File: config.mk
export PLATFORM = sky130hd
export DESIGN_NAME = arsiu_top
export DESIGN_NICKNAME = d
export VERILOG_FILES = /design/src/hdl/arsiu_pkg.sv /design/src/hdl/arsiu_trigger.sv /design/src/hdl/arsiu_silence.sv /design/src/hdl/arsiu_top.sv
export SDC_FILE = /design/constraint.sdc
export NUM_CORES = 1
export LEC_CHECK = 0
export ABC_CLOCK_PERIOD_IN_PS = 1950
export BUFFER_PORTS_ARGS = -buffer_cell sky130_fd_sc_hd__clkbuf_2
export CAP_MARGIN = 15
export CORE_ASPECT_RATIO = 0.75
export CORE_MARGIN = 1.5
export CORE_UTILIZATION = 40
export DETAILED_ROUTE_END_ITERATION = 8
export HOLD_SLACK_MARGIN = 0.03
export PLACE_DENSITY = 0.67
export SLEW_MARGIN = 10
export SYNTH_ARGS = -nofsm -noshare
export SYNTH_HDL_FRONTEND = slang
export SYNTH_SLANG_ARGS = --single-unit
export TNS_END_PERCENT = 5
File: constraint.sdc
create_clock -name core_clk -period 1.95 [get_ports core_clk]
set_clock_uncertainty 0.15 [all_clocks]
set_input_delay 0 -clock core_clk [delete_from_list [all_inputs] [get_ports core_clk]]
set_output_delay 0 -clock core_clk [all_outputs]
set_load 0.1 [all_outputs]
File: src/hdl/arsiu_pkg.sv
// Constants for the audio receiver status and interrupt unit.
// Assumes one core clock domain and an asynchronous active-low reset.
// Functional notes
// - Unmask bits gate status and interrupt output
// - Two-bit trigger: onset, removal, level, reserved
// - Other interrupt sources have no trigger field; their event inputs set status on every cycle they are high
// - Output polarity set only by polarity field
// - Summary follows channel A or B by select
// - Ancillary width reported as four-bit code
// - Format flag 1 professional; pre-shaping 0 emphasised
// - Copy flag 0 asserted; General category forces asserted
// - First-issue flag from L bit alone
// - Professional or idle receiver forces both flags
// - Format flags set on detection, four stream types mutually exclusive
// - Silence after 2047 constant samples both channels
// - Fault bits sticky, read clears unless level persists
// - Fault sources updated at their own boundaries
// - Fault bits: subcode, channel status, unlock, validity, trust, line code, parity
// - Status sticky since read, masked bits read zero
// - Burst type change or burst flag rise fires
// - Slip fires per dropped or repeated sample, only on an asynchronous slave output port
// - Channel-status change over ten bytes fires
// - Format change fires only on rising flags
// - Buffer transfer completion raises interrupt
// - Masked fault leaves register, interrupt, sample alone
package arsiu_pkg;

  localparam logic [7:0] ADDR_RX_ERROR_UNMASK = 8'h0e;
  localparam logic [7:0] ADDR_IRQ_UNMASK = 8'h0f;
  localparam logic [7:0] ADDR_IRQ_TRIGGER_MODE = 8'h10;
  localparam logic [7:0] ADDR_RX_CS_SUMMARY = 8'h11;
  localparam logic [7:0] ADDR_STREAM_FORMAT_DETECT = 8'h12;
  localparam logic [7:0] ADDR_RX_FAULT_FLAGS = 8'h13;
  localparam logic [7:0] ADDR_IRQ_STATUS = 8'h14;

  localparam logic [7:0] RST_IRQ_UNMASK = 8'h00;
  localparam logic [7:0] RST_IRQ_TRIGGER_MODE = 8'h00;
  localparam logic [7:0] RST_RX_ERROR_UNMASK = 8'h00;

  // Writable bits
  localparam logic [7:0] WMASK_TRIGGER_MODE = 8'h0f;
  localparam logic [7:0] WMASK_RX_ERROR_UNMASK = 8'h7f;

  // Interrupt status bit positions
  localparam int IRQ_BURST_TYPE_CHANGED = 7;
  localparam int IRQ_OUTPUT_SAMPLE_SKIP = 6;
  localparam int IRQ_CS_BUFFER_MOVED = 5;
  localparam int IRQ_CS_CONTENT_CHANGED = 4;
  localparam int IRQ_RX_FAULT_SUMMARY = 3;
  localparam int IRQ_SUBCODE_BLOCK_READY = 2;
  localparam int IRQ_STREAM_FORMAT_CHANGED = 1;
  localparam int IRQ_CONVERTER_LOCK_LOST = 0;

  // Receiver fault bit positions
  localparam int FLT_SUBCODE_CHECK = 6;
  localparam int FLT_CS_CHECK = 5;
  localparam int FLT_UNLOCK = 4;
  localparam int FLT_VALIDITY = 3;
  localparam int FLT_TRUST = 2;
  localparam int FLT_LINE_CODE = 1;
  localparam int FLT_FRAME_CHECK = 0;
  // Faults that may hold the current sample
  localparam logic [6:0] FLT_SAMPLE_GROUP = 7'h1f;

  // Trigger field positions in the mode register
  localparam int TRIG_RX_FAULT_LSB = 2;
  localparam int TRIG_CONVERTER_LSB = 0;

  typedef enum logic [1:0] {
    ARSIU_TRIG_ONSET = 2'b00,
    ARSIU_TRIG_REMOVAL = 2'b01,
    ARSIU_TRIG_LEVEL = 2'b10,
    ARSIU_TRIG_RSVD = 2'b11
  } arsiu_trig_t;

  // Output polarity codes
  localparam logic [1:0] POL_HIGH = 2'b00;
  localparam logic [1:0] POL_LOW = 2'b01;
  localparam logic [1:0] POL_LOW_OPEN_DRAIN = 2'b10;

  // Channel-status field positions within the five bytes
  localparam int CS_PRO_BIT = 0;
  localparam int CS_COPY_BIT = 2;
  localparam int CS_L_BIT = 15;
  localparam int CS_CAT_LSB = 8;
  localparam int CS_CON_PRE_SHAPING_FLAG_LSB = 3;
  localparam int CS_PRO_PRE_SHAPING_FLAG_LSB = 2;
  localparam logic [7:0] CS_CAT_GENERAL = 8'h00;
  localparam logic [2:0] CS_CON_PRE_SHAPING_FLAG_5015 = 3'b001;
  localparam logic [2:0] CS_PRO_PRE_SHAPING_FLAG_5015 = 3'b011;

  // Stream format detect bit positions
  localparam int FMT_PCM = 7;
  localparam int FMT_BURST = 6;
  localparam int FMT_COMP_A = 5;
  localparam int FMT_COMP_B = 4;
  localparam int FMT_EXT_DISC = 3;
  localparam int FMT_SILENCE = 2;

  // Silence detection
  localparam int SILENCE_SAMPLES = 2047;
  localparam int SILENCE_CNT_W = 11;
  localparam int SAMPLE_W = 24;

endpackage

File: src/hdl/arsiu_trigger.sv
// Trigger-mode detector for one interrupt condition.
// Assumes the condition is a level synchronous to core_clk.
`timescale 1ns/1ps
`default_nettype none
module arsiu_trigger
  import arsiu_pkg::*;
(
  input wire logic core_clk,
  input wire logic arst_n,
  input wire logic cond,
  input wire arsiu_pkg::arsiu_trig_t mode,
  output logic fire,
  output logic level_hold
);

  logic cond_q;

  always_ff @(posedge core_clk or negedge arst_n) begin
    if (!arst_n) begin
      cond_q <= 1'b0;
    end else begin
      cond_q <= cond;
    end
  end

  // Onset, removal or level event; reserved gives nothing
  always_comb begin
    case (mode)
      ARSIU_TRIG_ONSET: fire = cond & ~cond_q;
      ARSIU_TRIG_REMOVAL: fire = ~cond & cond_q;
      ARSIU_TRIG_LEVEL: fire = cond;
      default: fire = 1'b0;
    endcase
  end

  assign level_hold = (mode == ARSIU_TRIG_LEVEL) & cond;

endmodule
`default_nettype wire

File: src/hdl/arsiu_silence.sv
// Digital silence detector over a stereo sample stream.
// Assumes sample_tick marks one new valid left/right pair.
`timescale 1ns/1ps
`default_nettype none
module arsiu_silence
  import arsiu_pkg::*;
(
  input wire logic core_clk,
  input wire logic arst_n,
  input wire logic sample_tick,
  input wire logic [SAMPLE_W-1:0] sample_l,
  input wire logic [SAMPLE_W-1:0] sample_r,
  output logic silence
);

  localparam logic [SILENCE_CNT_W-1:0] CNT_FULL = SILENCE_CNT_W'(SILENCE_SAMPLES);

  logic [SAMPLE_W-1:0] last_value;
  logic [SILENCE_CNT_W-1:0] run_cnt;
  logic same;

  assign same = (sample_l == sample_r) && (sample_l == last_value);

  // Count of consecutive constant samples, saturating
  always_ff @(posedge core_clk or negedge arst_n) begin
    if (!arst_n) begin
      run_cnt <= '0;
      last_value <= '0;
    end else if (sample_tick) begin
      last_value <= sample_l;
      if (sample_l != sample_r) begin
        run_cnt <= '0;
      end else if (!same || run_cnt == '0) begin
        run_cnt <= SILENCE_CNT_W'(1);
      end else if (run_cnt != CNT_FULL) begin
        run_cnt <= run_cnt + SILENCE_CNT_W'(1);
      end
    end
  end

  assign silence = (run_cnt == CNT_FULL);

endmodule
`default_nettype wire

File: src/hdl/arsiu_top.sv
// Status and interrupt unit of an audio receiver with rate converter.
// Assumes a byte-wide register strobe port and receiver events on core_clk.
`timescale 1ns/1ps
`default_nettype none
module arsiu_top
  import arsiu_pkg::*;
(
  input wire logic core_clk,
  input wire logic arst_n,
  input wire logic [7:0] reg_addr,
  input wire logic reg_wr,
  input wire logic reg_rd,
  input wire logic [7:0] reg_wdata,
  output logic [7:0] reg_rdata,
  output logic reg_rdata_valid,
  input wire logic subframe_tick,
  input wire logic cs_block_tick,
  input wire logic subcode_block_tick,
  input wire logic err_validity,
  input wire logic err_trust,
  input wire logic err_line_code,
  input wire logic err_frame_check,
  input wire logic err_cs_check,
  input wire logic err_subcode_check,
  input wire logic rx_unlocked,
  input wire logic rx_in_use,
  input wire logic side_select,
  input wire logic [39:0] cs_a,
  input wire logic [39:0] cs_b,
  input wire logic [3:0] anc_width_a,
  input wire logic [3:0] anc_width_b,
  input wire logic pcm_found,
  input wire logic burst_found,
  input wire logic compressed_a_found,
  input wire logic compressed_b_found,
  input wire logic extended_disc_found,
  input wire logic sample_tick,
  input wire logic [SAMPLE_W-1:0] sample_l,
  input wire logic [SAMPLE_W-1:0] sample_r,
  input wire logic burst_type_tick,
  input wire logic [7:0] burst_type_byte,
  input wire logic out_port_slave,
  input wire logic out_frame_clock_async,
  input wire logic output_sample_skip,
  input wire logic cs_buffer_moved,
  input wire logic subcode_block_ready,
  input wire logic converter_lock_lost,
  input wire logic [1:0] int_polarity,
  output logic irq_active,
  output logic irq_pin,
  output logic irq_pin_oe_n,
  output logic fault_hold_sample
);

  function automatic logic [7:0] rise(input logic [7:0] now, input logic [7:0] was);
    rise = now & ~was;
  endfunction

  logic [7:0] irq_unmask, irq_trigger_mode, irq_status, irq_unmask_eff, status_keep;
  logic [7:0] fmt_q, fmt_rise, burst_type_prev, rx_cs_summary, stream_format_detect;
  logic [7:0] irq_events, next_rdata;
  logic [6:0] rx_error_unmask, rx_unmask_eff, fault_src, fault_new, rx_fault_flags;
  logic [2:0] tick_q;
  logic [79:0] cs_prev;
  logic burst_change_evt, cs_change_evt, rd_fault, rd_status, rx_fault_level;
  logic rx_fault_fire, rx_fault_hold, conv_fire, conv_hold, silence_found;

  //////////////////////////////////////////////////////////////////////////
  // Control registers
  assign rd_fault = reg_rd && (reg_addr == ADDR_RX_FAULT_FLAGS);
  assign rd_status = reg_rd && (reg_addr == ADDR_IRQ_STATUS);
  assign irq_unmask_eff = (reg_wr && reg_addr == ADDR_IRQ_UNMASK) ? reg_wdata : irq_unmask;
  assign rx_unmask_eff = (reg_wr && reg_addr == ADDR_RX_ERROR_UNMASK) ? reg_wdata[6:0]
                                                                     : rx_error_unmask;

  always_ff @(posedge core_clk or negedge arst_n) begin
    if (!arst_n) begin
      irq_unmask <= RST_IRQ_UNMASK;
      irq_trigger_mode <= RST_IRQ_TRIGGER_MODE;
      rx_error_unmask <= RST_RX_ERROR_UNMASK[6:0];
    end else if (reg_wr) begin
      case (reg_addr)
        ADDR_IRQ_UNMASK: irq_unmask <= reg_wdata;
        ADDR_IRQ_TRIGGER_MODE: irq_trigger_mode <= reg_wdata & WMASK_TRIGGER_MODE;
        ADDR_RX_ERROR_UNMASK: rx_error_unmask <= reg_wdata[6:0];
        default: ;
      endcase
    end
  end

  //////////////////////////////////////////////////////////////////////////
  // Receiver fault sources and sticky flags
  // Each source sampled at its own boundary
  always_ff @(posedge core_clk or negedge arst_n) begin
    if (!arst_n) begin
      fault_src <= '0;
      tick_q <= '0;
    end else begin
      tick_q <= {subcode_block_tick, cs_block_tick, subframe_tick};
      if (subcode_block_tick) begin
        fault_src[FLT_SUBCODE_CHECK] <= err_subcode_check;
      end
      if (cs_block_tick) begin
        fault_src[FLT_CS_CHECK] <= err_cs_check & cs_a[CS_PRO_BIT];
        fault_src[FLT_UNLOCK] <= rx_unlocked;
      end
      if (subframe_tick) begin
        fault_src[FLT_VALIDITY] <= err_validity;
        fault_src[FLT_TRUST] <= err_trust;
        fault_src[FLT_LINE_CODE] <= err_line_code;
        fault_src[FLT_FRAME_CHECK] <= err_frame_check;
      end
    end
  end

  // Fresh fault occurrence, one cycle after its boundary
  assign fault_new = fault_src & {tick_q[2], {2{tick_q[1]}}, {4{tick_q[0]}}};

  // Masked faults never enter the flags
  always_ff @(posedge core_clk or negedge arst_n) begin
    if (!arst_n) begin
      rx_fault_flags <= '0;
    end else if (rd_fault) begin
      rx_fault_flags <= ((rx_fault_flags & fault_src & {7{rx_fault_hold}}) | fault_new)
                        & rx_unmask_eff;
    end else begin
      rx_fault_flags <= (rx_fault_flags | fault_new) & rx_unmask_eff;
    end
  end

  assign rx_fault_level = |(fault_src & rx_error_unmask);
  assign fault_hold_sample = |(fault_src & rx_error_unmask & FLT_SAMPLE_GROUP);

  //////////////////////////////////////////////////////////////////////////
  // Trigger-mode conditions
  arsiu_trigger u_fault_trig (
    .core_clk(core_clk),
    .arst_n(arst_n),
    .cond(rx_fault_level),
    .mode(arsiu_trig_t'(irq_trigger_mode[TRIG_RX_FAULT_LSB +: 2])),
    .fire(rx_fault_fire),
    .level_hold(rx_fault_hold)
  );

  arsiu_trigger u_conv_trig (
    .core_clk(core_clk),
    .arst_n(arst_n),
    .cond(converter_lock_lost),
    .mode(arsiu_trig_t'(irq_trigger_mode[TRIG_CONVERTER_LSB +: 2])),
    .fire(conv_fire),
    .level_hold(conv_hold)
  );

  //////////////////////////////////////////////////////////////////////////
  // Channel-status summary and format detection
  always_comb begin
    logic [39:0] cs;
    logic general;
    logic pre_shaping_flag;
    cs = side_select ? cs_b : cs_a;
    general = (cs[CS_CAT_LSB +: 8] == CS_CAT_GENERAL);
    pre_shaping_flag = cs[CS_PRO_BIT] ? (cs[CS_PRO_PRE_SHAPING_FLAG_LSB +: 3] == CS_PRO_PRE_SHAPING_FLAG_5015)
                          : (cs[CS_CON_PRE_SHAPING_FLAG_LSB +: 3] == CS_CON_PRE_SHAPING_FLAG_5015);
    rx_cs_summary[7:4] = side_select ? anc_width_b : anc_width_a;
    rx_cs_summary[3] = cs[CS_PRO_BIT];
    rx_cs_summary[2] = cs[CS_COPY_BIT] & ~general;
    rx_cs_summary[1] = cs[CS_L_BIT];
    rx_cs_summary[0] = ~pre_shaping_flag;
    if (cs[CS_PRO_BIT] || !rx_in_use) begin
      rx_cs_summary[2] = 1'b1;
      rx_cs_summary[1] = 1'b1;
    end
  end

  arsiu_silence u_silence (
    .core_clk(core_clk),
    .arst_n(arst_n),
    .sample_tick(sample_tick),
    .sample_l(sample_l),
    .sample_r(sample_r),
    .silence(silence_found)
  );

  // Priority keeps the four stream types exclusive
  always_comb begin
    stream_format_detect = '0;
    if (pcm_found) begin
      stream_format_detect[FMT_PCM] = 1'b1;
    end else if (burst_found) begin
      stream_format_detect[FMT_BURST] = 1'b1;
    end else if (compressed_a_found) begin
      stream_format_detect[FMT_COMP_A] = 1'b1;
    end else if (compressed_b_found) begin
      stream_format_detect[FMT_COMP_B] = 1'b1;
    end
    stream_format_detect[FMT_EXT_DISC] = extended_disc_found;
    stream_format_detect[FMT_SILENCE] = silence_found;
  end

  //////////////////////////////////////////////////////////////////////////
  // Event history
  always_ff @(posedge core_clk or negedge arst_n) begin
    if (!arst_n) begin
      fmt_q <= '0;
      burst_type_prev <= '0;
      cs_prev <= '0;
    end else begin
      fmt_q <= stream_format_detect;
      if (burst_type_tick) begin
        burst_type_prev <= burst_type_byte;
      end
      if (cs_block_tick) begin
        cs_prev <= {cs_b, cs_a};
      end
    end
  end

  assign fmt_rise = rise(stream_format_detect, fmt_q);
  assign burst_change_evt = (burst_type_tick && burst_type_byte != burst_type_prev)
                          || fmt_rise[FMT_BURST];
  assign cs_change_evt = cs_block_tick && ({cs_b, cs_a} != cs_prev);

  always_comb begin
    irq_events = '0;
    irq_events[IRQ_BURST_TYPE_CHANGED] = burst_change_evt;
    irq_events[IRQ_OUTPUT_SAMPLE_SKIP] = output_sample_skip & out_port_slave
                                       & out_frame_clock_async;
    irq_events[IRQ_CS_BUFFER_MOVED] = cs_buffer_moved;
    irq_events[IRQ_CS_CONTENT_CHANGED] = cs_change_evt;
    irq_events[IRQ_RX_FAULT_SUMMARY] = rx_fault_fire;
    irq_events[IRQ_SUBCODE_BLOCK_READY] = subcode_block_ready;
    irq_events[IRQ_STREAM_FORMAT_CHANGED] = |{fmt_rise[FMT_PCM:FMT_COMP_B],
                                              fmt_rise[FMT_SILENCE]};
    irq_events[IRQ_CONVERTER_LOCK_LOST] = conv_fire;
  end

  //////////////////////////////////////////////////////////////////////////
  // Interrupt status and output
  always_comb begin
    status_keep = '0;
    status_keep[IRQ_RX_FAULT_SUMMARY] = rx_fault_hold;
    status_keep[IRQ_CONVERTER_LOCK_LOST] = conv_hold;
  end

  always_ff @(posedge core_clk or negedge arst_n) begin
    if (!arst_n) begin
      irq_status <= '0;
    end else if (rd_status) begin
      irq_status <= ((irq_status & status_keep) | irq_events) & irq_unmask_eff;
    end else begin
      irq_status <= (irq_status | irq_events) & irq_unmask_eff;
    end
  end

  assign irq_active = |irq_status;

  // Polarity alone decides the pin level
  always_comb begin
    case (int_polarity)
      POL_LOW: begin
        irq_pin = ~irq_active;
        irq_pin_oe_n = 1'b0;
      end
      POL_LOW_OPEN_DRAIN: begin
        irq_pin = 1'b0;
        irq_pin_oe_n = ~irq_active;
      end
      default: begin
        irq_pin = irq_active;
        irq_pin_oe_n = 1'b0;
      end
    endcase
  end

  //////////////////////////////////////////////////////////////////////////
  // Read port
  always_comb begin
    case (reg_addr)
      ADDR_RX_ERROR_UNMASK: next_rdata = {1'b0, rx_error_unmask};
      ADDR_IRQ_UNMASK: next_rdata = irq_unmask;
      ADDR_IRQ_TRIGGER_MODE: next_rdata = irq_trigger_mode;
      ADDR_RX_CS_SUMMARY: next_rdata = rx_cs_summary;
      ADDR_STREAM_FORMAT_DETECT: next_rdata = stream_format_detect;
      ADDR_RX_FAULT_FLAGS: next_rdata = {1'b0, rx_fault_flags};
      ADDR_IRQ_STATUS: next_rdata = irq_status;
      default: next_rdata = 8'h00;
    endcase
  end

  always_ff @(posedge core_clk or negedge arst_n) begin
    if (!arst_n) begin
      reg_rdata <= 8'h00;
      reg_rdata_valid <= 1'b0;
    end else begin
      reg_rdata_valid <= reg_rd;
      if (reg_rd) begin
        reg_rdata <= next_rdata;
      end
    end
  end

  //////////////////////////////////////////////////////////////////////////
  // Checks
  property p_masked_zero;
    @(posedge core_clk) disable iff (!arst_n)
    ((irq_status & ~irq_unmask) == 8'h00) and ((rx_fault_flags & ~rx_error_unmask) == 7'h00);
  endproperty
  a_masked_zero: assert property (p_masked_zero) else $error("masked bit set");
  property p_event_sets;
    @(posedge core_clk) disable iff (!arst_n)
    (irq_events[IRQ_CS_BUFFER_MOVED] && irq_unmask_eff[IRQ_CS_BUFFER_MOVED])
      |=> irq_status[IRQ_CS_BUFFER_MOVED];
  endproperty
  a_event_sets: assert property (p_event_sets) else $error("event not latched");
  property p_read_clears;
    @(posedge core_clk) disable iff (!arst_n)
    (rd_status && irq_events == 8'h00 && !rx_fault_hold && !conv_hold)
      |=> irq_status == 8'h00;
  endproperty
  a_read_clears: assert property (p_read_clears) else $error("status not cleared");
  property p_sticky;
    @(posedge core_clk) disable iff (!arst_n)
    (!rd_status && irq_status[IRQ_SUBCODE_BLOCK_READY] && irq_unmask_eff[IRQ_SUBCODE_BLOCK_READY])
      |=> irq_status[IRQ_SUBCODE_BLOCK_READY];
  endproperty
  a_sticky: assert property (p_sticky) else $error("status lost");
  property p_onset_conv;
    @(posedge core_clk) disable iff (!arst_n)
    (irq_trigger_mode[1:0] == 2'b00 && converter_lock_lost && $past(converter_lock_lost))
      |-> !conv_fire;
  endproperty
  a_onset_conv: assert property (p_onset_conv) else $error("onset refired");
  property p_removal_conv;
    @(posedge core_clk) disable iff (!arst_n)
    (irq_trigger_mode[1:0] == 2'b01 && $fell(converter_lock_lost)) |-> conv_fire;
  endproperty
  a_removal_conv: assert property (p_removal_conv) else $error("removal missed");
  property p_exclusive;
    @(posedge core_clk) disable iff (!arst_n)
    $onehot0(stream_format_detect[FMT_PCM:FMT_COMP_B]);
  endproperty
  a_exclusive: assert property (p_exclusive) else $error("formats overlap");
  property p_fall_quiet;
    @(posedge core_clk) disable iff (!arst_n)
    (stream_format_detect[FMT_SILENCE:FMT_SILENCE] == 1'b0 && fmt_q[FMT_SILENCE]
     && stream_format_detect[FMT_PCM:FMT_COMP_B] == 4'h0 && fmt_q[FMT_PCM:FMT_COMP_B] == 4'h0)
      |-> !irq_events[IRQ_STREAM_FORMAT_CHANGED];
  endproperty
  a_fall_quiet: assert property (p_fall_quiet) else $error("fall raised change");
  property p_forced_flags;
    @(posedge core_clk) disable iff (!arst_n)
    !rx_in_use |-> rx_cs_summary[2:1] == 2'b11;
  endproperty
  a_forced_flags: assert property (p_forced_flags) else $error("flags not forced");
  property p_rdata_lat;
    @(posedge core_clk) disable iff (!arst_n)
    (reg_rd && reg_addr == ADDR_IRQ_UNMASK && !reg_wr) |=> reg_rdata == $past(irq_unmask);
  endproperty
  a_rdata_lat: assert property (p_rdata_lat) else $error("read data wrong");
  c_irq: cover property (@(posedge core_clk) disable iff (!arst_n) $rose(irq_active));
  c_fault_read: cover property (@(posedge core_clk) disable iff (!arst_n)
    rx_fault_flags != 7'h00 ##1 rd_fault);
  c_silence: cover property (@(posedge core_clk) disable iff (!arst_n) $rose(silence_found));

endmodule
`default_nettype wire

-- After elaboration in Yosys (flattened, before gate mapping)
Cells that the tools add are included.
W data, S select, Z words.
- bitwise logic cells: 32
- order comparisons: 0
- divide/modulo/power cells: 0
- multipliers: 0
- $add $sub $neg: 1
- eq/ne operators: 22
- mux-type cells: 23
- reductions and logical operators: 25
- shift-type cells: 0
- operator list (kind ; number):
    $ne A80 B80 Y1 ; 1
    $pmux W8 S7 ; 1
    $eq A24 B24 Y1 ; 2
    $and A7 B7 Y7 ; 6
    $eq A8 B5 Y1 const B ; 5
    $mux W11 ; 3
    $and A8 B8 Y8 ; 3
    $ne A24 B24 Y1 ; 1
    $eq A8 B4 Y1 const B ; 2
    $mux W16 ; 1
    $mux W8 ; 2
    $or A8 B8 Y8 ; 2
    $mux W7 ; 2
    $or A7 B7 Y7 ; 2
    $add A11 B1 Y11 const B ; 1
    $eq A11 B11 Y1 const B ; 1
    $logic_not A11 Y1 ; 1
    $ne A11 B11 Y1 const B ; 1
    $and A1 B1 Y1 ; 10
    $reduce_or A5 Y1 ; 2
    $and A8 B4 Y8 ; 1
    $logic_not A8 Y1 ; 1
    $ne A8 B8 Y1 ; 1
    $not A8 Y8 ; 1
    other kinds (19) ; 50
- memories: 0
- memory bits (writable): 0
- output and inout bits: 13
- input port bits: 191
- ROM bits: 0
- register bits: 184
- word-level logic and storage cells: 121
- latch bits: 0

-- Depth between registers and ports, before layout
Gate-level depths: netlist of the first run.
- depth in word-level cells: 9
- gate-level depth with buffers: 8
- depth with buffers taken out: 7

-- By module
From an unflattened synthesis of the first run, not the netlist that was laid out.
- cell total of the unflattened synthesis: 777
- area, all modules: 9312.7 µm²
- modules (own cells, without submodules) (module ; instances ; seq. area each (µm²) ; cells each ; area each (µm²)):
    arsiu_top ; 1 ; 3653.5 ; 572 ; 7118.1
    arsiu_silence ; 1 ; 875.8 ; 191 ; 2072.0
    arsiu_trigger ; 2 ; 25.0 ; 7 ; 61.3

-- Worst setup path before layout of the first run
OpenSTA, ideal clock, no wires.
- path type: reg-to-output
- start: reg irq_status[6]
- end: out irq_pin
- path slack: -1.874 ns
- arrival time: 3.674 ns
- buffers on the path: 0
- stages on the path, launching flop included: 4
- required time: 1.800 ns
- cells stage by stage: dfrtp_1 nor4_1 nand2_1 o21ai_0
- longest elaborated chain between the ends: 3
- ends and longest elaborated chain (what ; line ; source):
    from (decl) ; arsiu_top.sv:59 ; logic [7:0] irq_unmask, irq_trigger_mode, irq_status, irq_unmask_eff, status_keep;
    from (signal assigned) ; arsiu_top.sv:249 ; irq_status <= ((irq_status & status_keep) | irq_events) & irq_unmask_eff;
    from (signal assigned) ; arsiu_top.sv:251 ; irq_status <= (irq_status | irq_events) & irq_unmask_eff;
    $reduce_or A8 Y1 (*) ; arsiu_top.sv:255 ; assign irq_active = |irq_status;
    via irq_active ; arsiu_top.sv:49 ; output logic irq_active,
    $not A1 Y1 ; arsiu_top.sv:261 ; irq_pin = ~irq_active;
    $pmux W1 S2 (*) ; arsiu_top.sv:259 ; case (int_polarity)
    to (decl) ; arsiu_top.sv:50 ; output logic irq_pin,
Mark *: on every way through the listed nets, which the timed path passes. The rest lies on a longest branch.

-- Worst setup path in the final report of the first run
- start: reg u_silence.last_value[2]
- end: reg u_silence.run_cnt[9]
- longest elaborated chain between the ends: 6
- elaborated cells between the ends (all ways): 8
- classes of those cells: eq/ne (1); mux (2); reduce/logical (5)
- ends and longest elaborated chain (what ; line ; source):
    from (decl) ; arsiu_silence.sv:18 ; logic [SAMPLE_W-1:0] last_value;
    from (signal assigned) ; arsiu_silence.sv:30 ; last_value <= sample_l;
    $eq A24 B24 Y1 (*) ; arsiu_silence.sv:22 ; assign same = (sample_l == sample_r) && (sample_l == last_value);
    $logic_and A1 B1 Y1 (*) ; arsiu_silence.sv:22 ;
    $logic_not A1 Y1 (*) ; arsiu_silence.sv:33 ; end else if (!same || run_cnt == '0) begin
    $logic_or A1 B1 Y1 (*) ; arsiu_silence.sv:33 ;
    $reduce_bool A3 Y1 (no source line) / $mux W11 (equally long branches) ; -- ;
    $reduce_and A2 Y1 (no source line) / $mux W11 (equally long branches) ; -- ;
    to (signal assigned) ; arsiu_silence.sv:36 ; run_cnt <= run_cnt + SILENCE_CNT_W'(1);
    to (decl) ; arsiu_silence.sv:19 ; logic [SILENCE_CNT_W-1:0] run_cnt;
Mark *: on every way between the ends. The rest lies on a longest branch, timed or not.
A chain may end at the register's enable or synchronous reset.

==> flow_metrics.py, run 1 <==
metrics = {
    "power_and_ir_drop": {
        "ir_drop_mv": 0.7379,
        "power.static_leakage_nw": 6.339,
        "power_density_mw_per_mm2": 702.9,
    },
    "finish": {
        "instances_no_fill": 1599,
        "final_core_util_pct": 61.72,
        "layout_overhead_on_the_synthesized_area_pct": 52.22,
        "number_of_nets_in_the_layout": 1480,
        "drive_above_1_share_pct": 34.05,
    },
    "critical_path": {
        "critical_path.top_delay_family": "simple AND/OR/NAND/NOR gates",
        "critical_path.n_buffers_inverters": 2,
        "critPathLaunch": "u_silence.last_value[2]$_DFFE_PN0P_",
        "regToRegStartpoint": "u_silence.last_value[2]$_DFFE_PN0P_",
        "crit_path_frequent_cell": "sky130_fd_sc_hd__buf_4",
        "worst-endpoint-required_ns": 2.16,
        "timing.critical_path.cells": "xor2_1, nor4_1, nand4_1, buf_4, nor4bb_4, buf_4, o21ai_0, a21oi_1",
        "cp-start-kind": "flop",
        "worst_path_max_delay_cell": "sky130_fd_sc_hd__nor4bb_4",
        "critical-path-max-stage-delay_ns": 0.39,
        "crit_path_end_kind": "flop",
        "criticalPathCategory": "flop to flop",
        "worstPathMaxFanout": 5,
        "worstPathArrival_ns": 2.46,
    },
    "logic_synthesis": {
        "yosys.cell_types.count": 53,
        "synth_adder_area_share_pct": 0.5394,
        "synth_compound_gate_area_share_pct": 8.523,
        "synth.area.mux_share_pct": 16.60,
        "synth_top_cells_by_area": "sky130_fd_sc_hd__dfrtp_1, sky130_fd_sc_hd__mux2_2, sky130_fd_sc_hd__xor2_1",
        "synthArstFlopShare_pct": 100.0,
        "yosysMostFrequentCell": "sky130_fd_sc_hd__dfrtp_1",
        "yosys.area_share.simple_pct": 10.41,
        "syn_inst": 810,
        "postSynthRegisterBits": 183,
        "number_of_enable_type_register_cells_in_the_synthesized_netlist": 0,
        "ys_dominant_reg_cell": "sky130_fd_sc_hd__dfrtp_1",
        "post_synth_xor_xnor_area_pct": 12.08,
        "yosys_warnings": 0,
        "synth_top_area_share_pct": 49.36,
        "synth_seq_area_share_pct": 49.36,
        "synth.cells.most_frequent": "sky130_fd_sc_hd__dfrtp_1, sky130_fd_sc_hd__mux2_2, sky130_fd_sc_hd__xor2_1",
        "post_synth_instance_area_mm2": 0.009278,
        "combinational_family_with_the_most_area_after_synthesis": "multiplexers",
        "syn_avg_cell_area_um2": 11.45,
        "synth_nets": 1005,
        "yosys.area.top_type": "sky130_fd_sc_hd__dfrtp_1",
    },
    "floorplan": {
        "num_rows": 48,
        "die_h_um": 134.9,
        "dieArea_mm2": 0.02413,
        "i_o_pins": 204,
        "core_region_area_mm2": 0.02288,
        "chipWidth_um": 178.9,
        "floorplan.initialDensity_pct": 40.55,
    },
    "timing": {
        "timing.final.max_slew_violations": 0,
        "maxSlewHeadroom_pct": 60.87,
        "min_period_over_period_pct": 115.1,
        "unrepaired_setup_endpoints_after_global_routing": "yes",
        "setup_viol": 15,
        "setup_ws_post_layout_ns": -0.2945,
        "max_clock_freq_ghz": 0.4455,
        "final_worst_path_period_need_ns": 2.245,
        "timing.final.hold_violations": 0,
        "max_slew.worst_pin.slew_ns": 0.5895,
        "holdWs_ns": 0.05214,
    },
    "hold_path": {
        "hold_path_startpoint": "cs_block_tick",
        "hp_class": "input port to flop",
    },
    "grt": {
        "grt_pass1_wl_mm": 45.08,
        "via_count_of_the_first_global_routing_pass": 8570,
        "use_met2_pct": 38.12,
        "overflow": 0,
        "grtUsageMet1_pct": 33.46,
        "grt_max_degree": 56,
        "most_crowded_layer_after_global_routing": "met2",
        "globalRouteMet3Util_pct": 4.983,
        "number_of_antenna_violations_at_the_first_check_in_global_routing": 1,
        "groute.usage.overall_pct": 24.51,
    },
    "run_status": {
        "failed_checks": "negative setup slack",
        "run_status": "finished, violations left",
    },
    "clock_tree": {
        "number_of_h_tree_levels": 4,
        "clk-insertion-delay-late_ns": 0.44,
        "cts_buffers": 17,
        "cts.sink_count": 183,
        "clkTransAtPathRegs_ns": 0.07,
        "cts.root.buffer_cell": "sky130_fd_sc_hd__clkbuf_16",
        "cts_tree": "yes",
        "cts_buffer_depth": 2,
    },
    "place": {
        "dp_cells": 1339,
        "gp_congestion": 0.8835,
        "dpl_worst_slack_ns": -0.2086,
        "i_o_buffers": 203,
        "hpwl_mm": 18.72,
    },
    "routing": {
        "drt-initial-drc-count": 488,
        "detail_route.first_pass.iterations": 4,
        "ant_nets": 0,
        "sum_of_routed_wire_length_over_all_layers_mm": 28.90,
        "via_per_inst": 5.208,
        "routed-via-count": 8327,
        "remaining_drc_errors": 0,
        "avgRoutedWirePerCell_um": 18.07,
    },
    "job": {
        "timing.max_cap.violations": 0,
    },
}
==> worst min-delay path, delay by kind of cell <==
kind,cells,cell delay [ns]
buffers and inverters,2,0.45
AOI/OAI and AO/OA,1,0.08
and+or+nand+nor,1,0.06
==> timing repair <==
| item | CTS | global route |
|---|---|---|
| gates cloned | 0 | 1 |
| endpoints found under the setup margin | 16 | 25 |
| hold buffers | 223 | 0 |
| endpoints found under the hold margin | 359 | 0 |
| pin swaps | 6 | 9 |
| setup buffers | 1 | 2 |
| gates resized for setup | 16 | 13 |
==> metrics by stage <==
| stage | area (µm²) | TNS, ns | power, W |
|---|---|---|---|
| after global routing | 14120 | -4.522 | 0.01034 |
| after detailed placement | 11110 | -2.379 | 0.005793 |
| after floorplan | 9298 | -0.1288 | 0.005130 |
| final | 14120 | -2.775 | 0.009927 |
| after global placement | 11110 | -1.961 | 0.005753 |
| after CTS | 14040 | -1.386 | 0.009910 |
==> layout make-up <==
cell class / count / area (µm²)
Timing Repair Buffer: 482 / 3804
Tap cell: 300 / 375.4
Multi-Input combinational cell: 566 / 4607
Inverter: 35 / 131.4
Clock buffer: 22 / 484.2
Antenna cell: 1 / 2.502
Fill cell: 1741 / 8760
Clock inverter: 10 / 138.9
Sequential cell: 183 / 4579
==> path summary, 6_finish.rpt <==
kind | end | slack (ns) | cells past startpoint
hold / removal | cs_prev[40]$_DFFE_PN0P_ | 0.05 | 4
setup / recovery | u_silence.run_cnt[9]$_DFFE_PN0P_ | -0.29 | 8
setup reg to reg | u_silence.run_cnt[9]$_DFFE_PN0P_ | -0.29 | 8
max in group asynchronous | burst_type_prev[2]$_DFFE_PN0P_ | 0.54 | 4
min in group asynchronous | irq_trigger_mode[3]$_DFFE_PN0P_ | 0.48 | 3
hold reg to reg | irq_unmask[0]$_DFFE_PN0P_ | 0.38 | 1
==> cells in the final DEF, fill, tap and decap left out, drive strengths merged, types with 17 or more instances in the layout <==
cell,instances
dlygate4sd3,223
o21ai,23
buf,60
o22ai,20
xor2,73
clkbuf,221
nor4,32
xnor2,55
dfrtp,183
nand4,22
a21oi,17
inv,37
nand2,58
mux2,127
==> power breakdown <==
group / total (W) / switching, W / internal, W
clock: 0.00370 / 0.00154 / 0.00216
sequential: 0.00427 / 0.000195 / 0.00408
combinational: 0.00196 / 0.000879 / 0.00108
total: 0.00993 / 0.00261 / 0.00732
==> state kept, by name (all words and copies together) (netlist names) <==
register and count:
irq_status 8, u_silence.last_value 24, rx_error_unmask 7, u_silence.run_cnt 11
irq_trigger_mode 4, u_fault_trig.cond_q 1, reg_rdata 8, cs_prev 80
fmt_q 5, reg_rdata_valid 1, burst_type_prev 8, fault_src 7
u_conv_trig.cond_q 1, rx_fault_flags 7, tick_q 3, irq_unmask 8
==> cells by family after synthesis <==
family / Yosys count
buf+inv: 61
simple gates: 177
compound gates: 119
mux: 138
fa+ha+maj: 4
xor+xnor: 128
flops: 183
==> routing by layer <==
layer / vias up / routed length, µm
li1: 3868 / -
met1: 4089 / 12880
met2: 307 / 13420
met3: 63 / 1763
met4: 0 / 826
met5: - / 0
Power figures use the tool's default switching activity.
==> run 2, diff against run 1 <==
ABC_CLOCK_PERIOD_IN_PS = 2500   (was 1950)
PLACE_DENSITY = 0.65   (was 0.67)
clock period = 2.5 ns   (was 1.95 ns; I/O delays follow)
==> flow_metrics.py, run 2 (same netlist as run 1, synthesis figures left out) <==
metrics = {
    "grt": {
        "overflow": 0,
        "grt_pass1_wl_mm": 42.29,
        "groute.usage.overall_pct": 22.82,
        "via_count_of_the_first_global_routing_pass": 8136,
        "number_of_antenna_violations_at_the_first_check_in_global_routing": 0,
        "grt_max_degree": 89,
    },
    "timing": {
        "unrepaired_setup_endpoints_after_global_routing": "yes",
        "final_worst_path_period_need_ns": 2.434,
        "setup_viol": 0,
        "timing.final.hold_violations": 0,
        "holdWs_ns": 0.04810,
        "finalSetupTns_ns": 0,
        "min_period_over_period_pct": 97.38,
        "setup_ws_post_layout_ns": 0.06553,
        "timing.final.max_slew_violations": 0,
        "max_slew.worst_pin.slew_ns": 0.9078,
        "maxSlewHeadroom_pct": 39.48,
        "max_clock_freq_ghz": 0.4108,
    },
    "place": {
        "hpwl_mm": 17.84,
        "gp_congestion": 0.8694,
        "i_o_buffers": 203,
        "dp_cells": 1301,
        "dpl_worst_slack_ns": 0.1888,
    },
    "finish": {
        "registers.top_by_ff_count": "cs_prev",
        "regArea_mm2": 0.004579,
        "layout_overhead_on_the_synthesized_area_pct": 45.39,
        "reg.largest.list": "cs_prev (80), u_silence.last_value (24), u_silence.run_cnt (11)",
        "instances_no_fill": 1543,
        "layout.cells.most_common_list": "sky130_fd_sc_hd__dlygate4sd3_1, sky130_fd_sc_hd__clkbuf_2, sky130_fd_sc_hd__dfrtp_1",
        "mostFrequentLayoutCell": "sky130_fd_sc_hd__dlygate4sd3_1",
        "number_of_flip_flops_under_the_largest_register_name": 80,
        "number_of_nets_in_the_layout": 1425,
        "drive_above_1_share_pct": 31.30,
        "final.fill_count": 1874,
        "multi_input_area_mm2": 0.004519,
        "antennaDiodeCount": 0,
    },
    "power_and_ir_drop": {
        "sequentialPowerShare_pct": 44.6,
        "p_int_w": 0.005332,
        "power.static_leakage_nw": 6.014,
        "netSwitchingFraction_pct": 28.65,
        "power_frac_clock_pct": 36.8,
        "comb_power_share_pct": 18.6,
        "switchingPower_w": 0.002141,
        "power_density_mw_per_mm2": 554.0,
        "ir_drop_mv": 0.4275,
        "fin_total_pwr_w": 0.007473,
    },
    "routing": {
        "avgRoutedWirePerCell_um": 17.29,
        "sum_of_routed_wire_length_over_all_layers_mm": 26.68,
        "ant_nets": 0,
        "drt-initial-drc-count": 430,
        "detail_route.first_pass.iterations": 6,
        "routed-via-count": 7892,
        "via_per_inst": 5.115,
        "remaining_drc_errors": 0,
    },
    "clock_tree": {
        "cts_buffers": 17,
        "cts_buffer_depth": 2,
        "clk-insertion-delay-late_ns": 0.44,
        "number_of_h_tree_levels": 4,
        "cts.root.buffer_cell": "sky130_fd_sc_hd__clkbuf_16",
        "clkTransAtPathRegs_ns": 0.08,
        "post-cts-setup-buffers": 0,
        "cts.sink_count": 183,
        "cts_tree": "yes",
    },
    "critical_path": {
        "cp-start-kind": "input port",
        "criticalPathCategory": "input port to flop",
        "critical_path.top_delay_family": "buffers and inverters",
        "critical-path-max-stage-delay_ns": 0.59,
        "critical_path.n_buffers_inverters": 3,
        "timing.critical_path.cells": "dlygate4sd3_1, clkbuf_2, nor4b_4, nand2_1, nor3b_1, nand2_1, dlygate4sd3_1, a21oi_1",
        "worstPathMaxFanout": 5,
        "worst-endpoint-required_ns": 2.71,
        "worstSetupPathDepth": 8,
        "worst-r2r-cell-count": 7,
        "crit_path_end_kind": "flop",
        "worst_path_max_delay_cell": "sky130_fd_sc_hd__dlygate4sd3_1",
        "worstPathArrival_ns": 2.64,
    },
    "job": {
        "timing.max_cap.violations": 0,
    },
    "floorplan": {
        "i_o_pins": 204,
        "core_region_area_mm2": 0.02288,
        "die_h_um": 134.9,
        "floorplan.initialDensity_pct": 40.55,
        "dieArea_mm2": 0.02413,
        "chipWidth_um": 178.9,
        "num_rows": 48,
    },
    "hold_path": {
        "hp_class": "input port to asynchronous set/reset pin",
    },
    "run_status": {
        "run_status": "completed",
    },
}
-- run 2: what timing repair did --
action | in CTS | in global routing
hold buffers | 210 | 0
gates resized for setup | 0 | 7
setup endpoints to repair | 0 | 7
hold endpoints to repair | 331 | 0
-- run 2: metal layers --
layer | GRT usage, % | up-vias | share of wire (%)
li1 | - | 3743 | -
met5 | 0 | - | 0
met3 | 4.448 | 34 | 5.0
met2 | 36.55 | 211 | 47
met4 | 6.944 | 0 | 1.6
met1 | 31.24 | 3904 | 46
-- run 2: path summary, 6_finish.rpt --
check                                                     start                                to  slack [ns]
hold / removal                                           arst_n   irq_trigger_mode[1]$_DFFE_PN0P_        0.05
min in group core_clk                               reg_addr[1]         irq_unmask[7]$_DFFE_PN0P_        0.09
max in group asynchronous                                arst_n    burst_type_prev[7]$_DFFE_PN0P_        1.40
hold reg to reg                             tick_q[2]$_DFF_PN0_       rx_fault_flags[6]$_DFF_PN0_        0.37
setup reg to reg           u_silence.last_value[18]$_DFFE_PN0P_  u_silence.run_cnt[1]$_DFFE_PN0P_        0.23
setup / recovery                                    reg_addr[4]       rx_fault_flags[3]$_DFF_PN0_        0.07
-- run 2: power by group through the flow --
stage / sequential, W / clock (W) / combinational, W
after global placement: 0.00338 / 0 / 0.00105
final: 0.00334 / 0.00275 / 0.00139
after global routing: 0.00337 / 0.00294 / 0.00151
after floorplan: 0.00336 / 0 / 0.000645
after detailed placement: 0.00339 / 0 / 0.00106
after CTS: 0.00333 / 0.00282 / 0.00136
-- run 2: stage by stage --
step	area (µm²)	utilization, %
finish	13490	58.95
global route	13490	58.95
CTS	13450	58.78
detailed placement	10740	46.92
global placement	10740	46.92
floorplan	9289	-
-- run 2: final cells by class --
cell class	count	area share, %
inverter	35	0.9739
multi-input combinational	566	33.50
sequential	183	33.95
timing repair buffer	427	24.26
tap	300	2.783
clock buffer	18	3.256
clock inverter	14	1.280
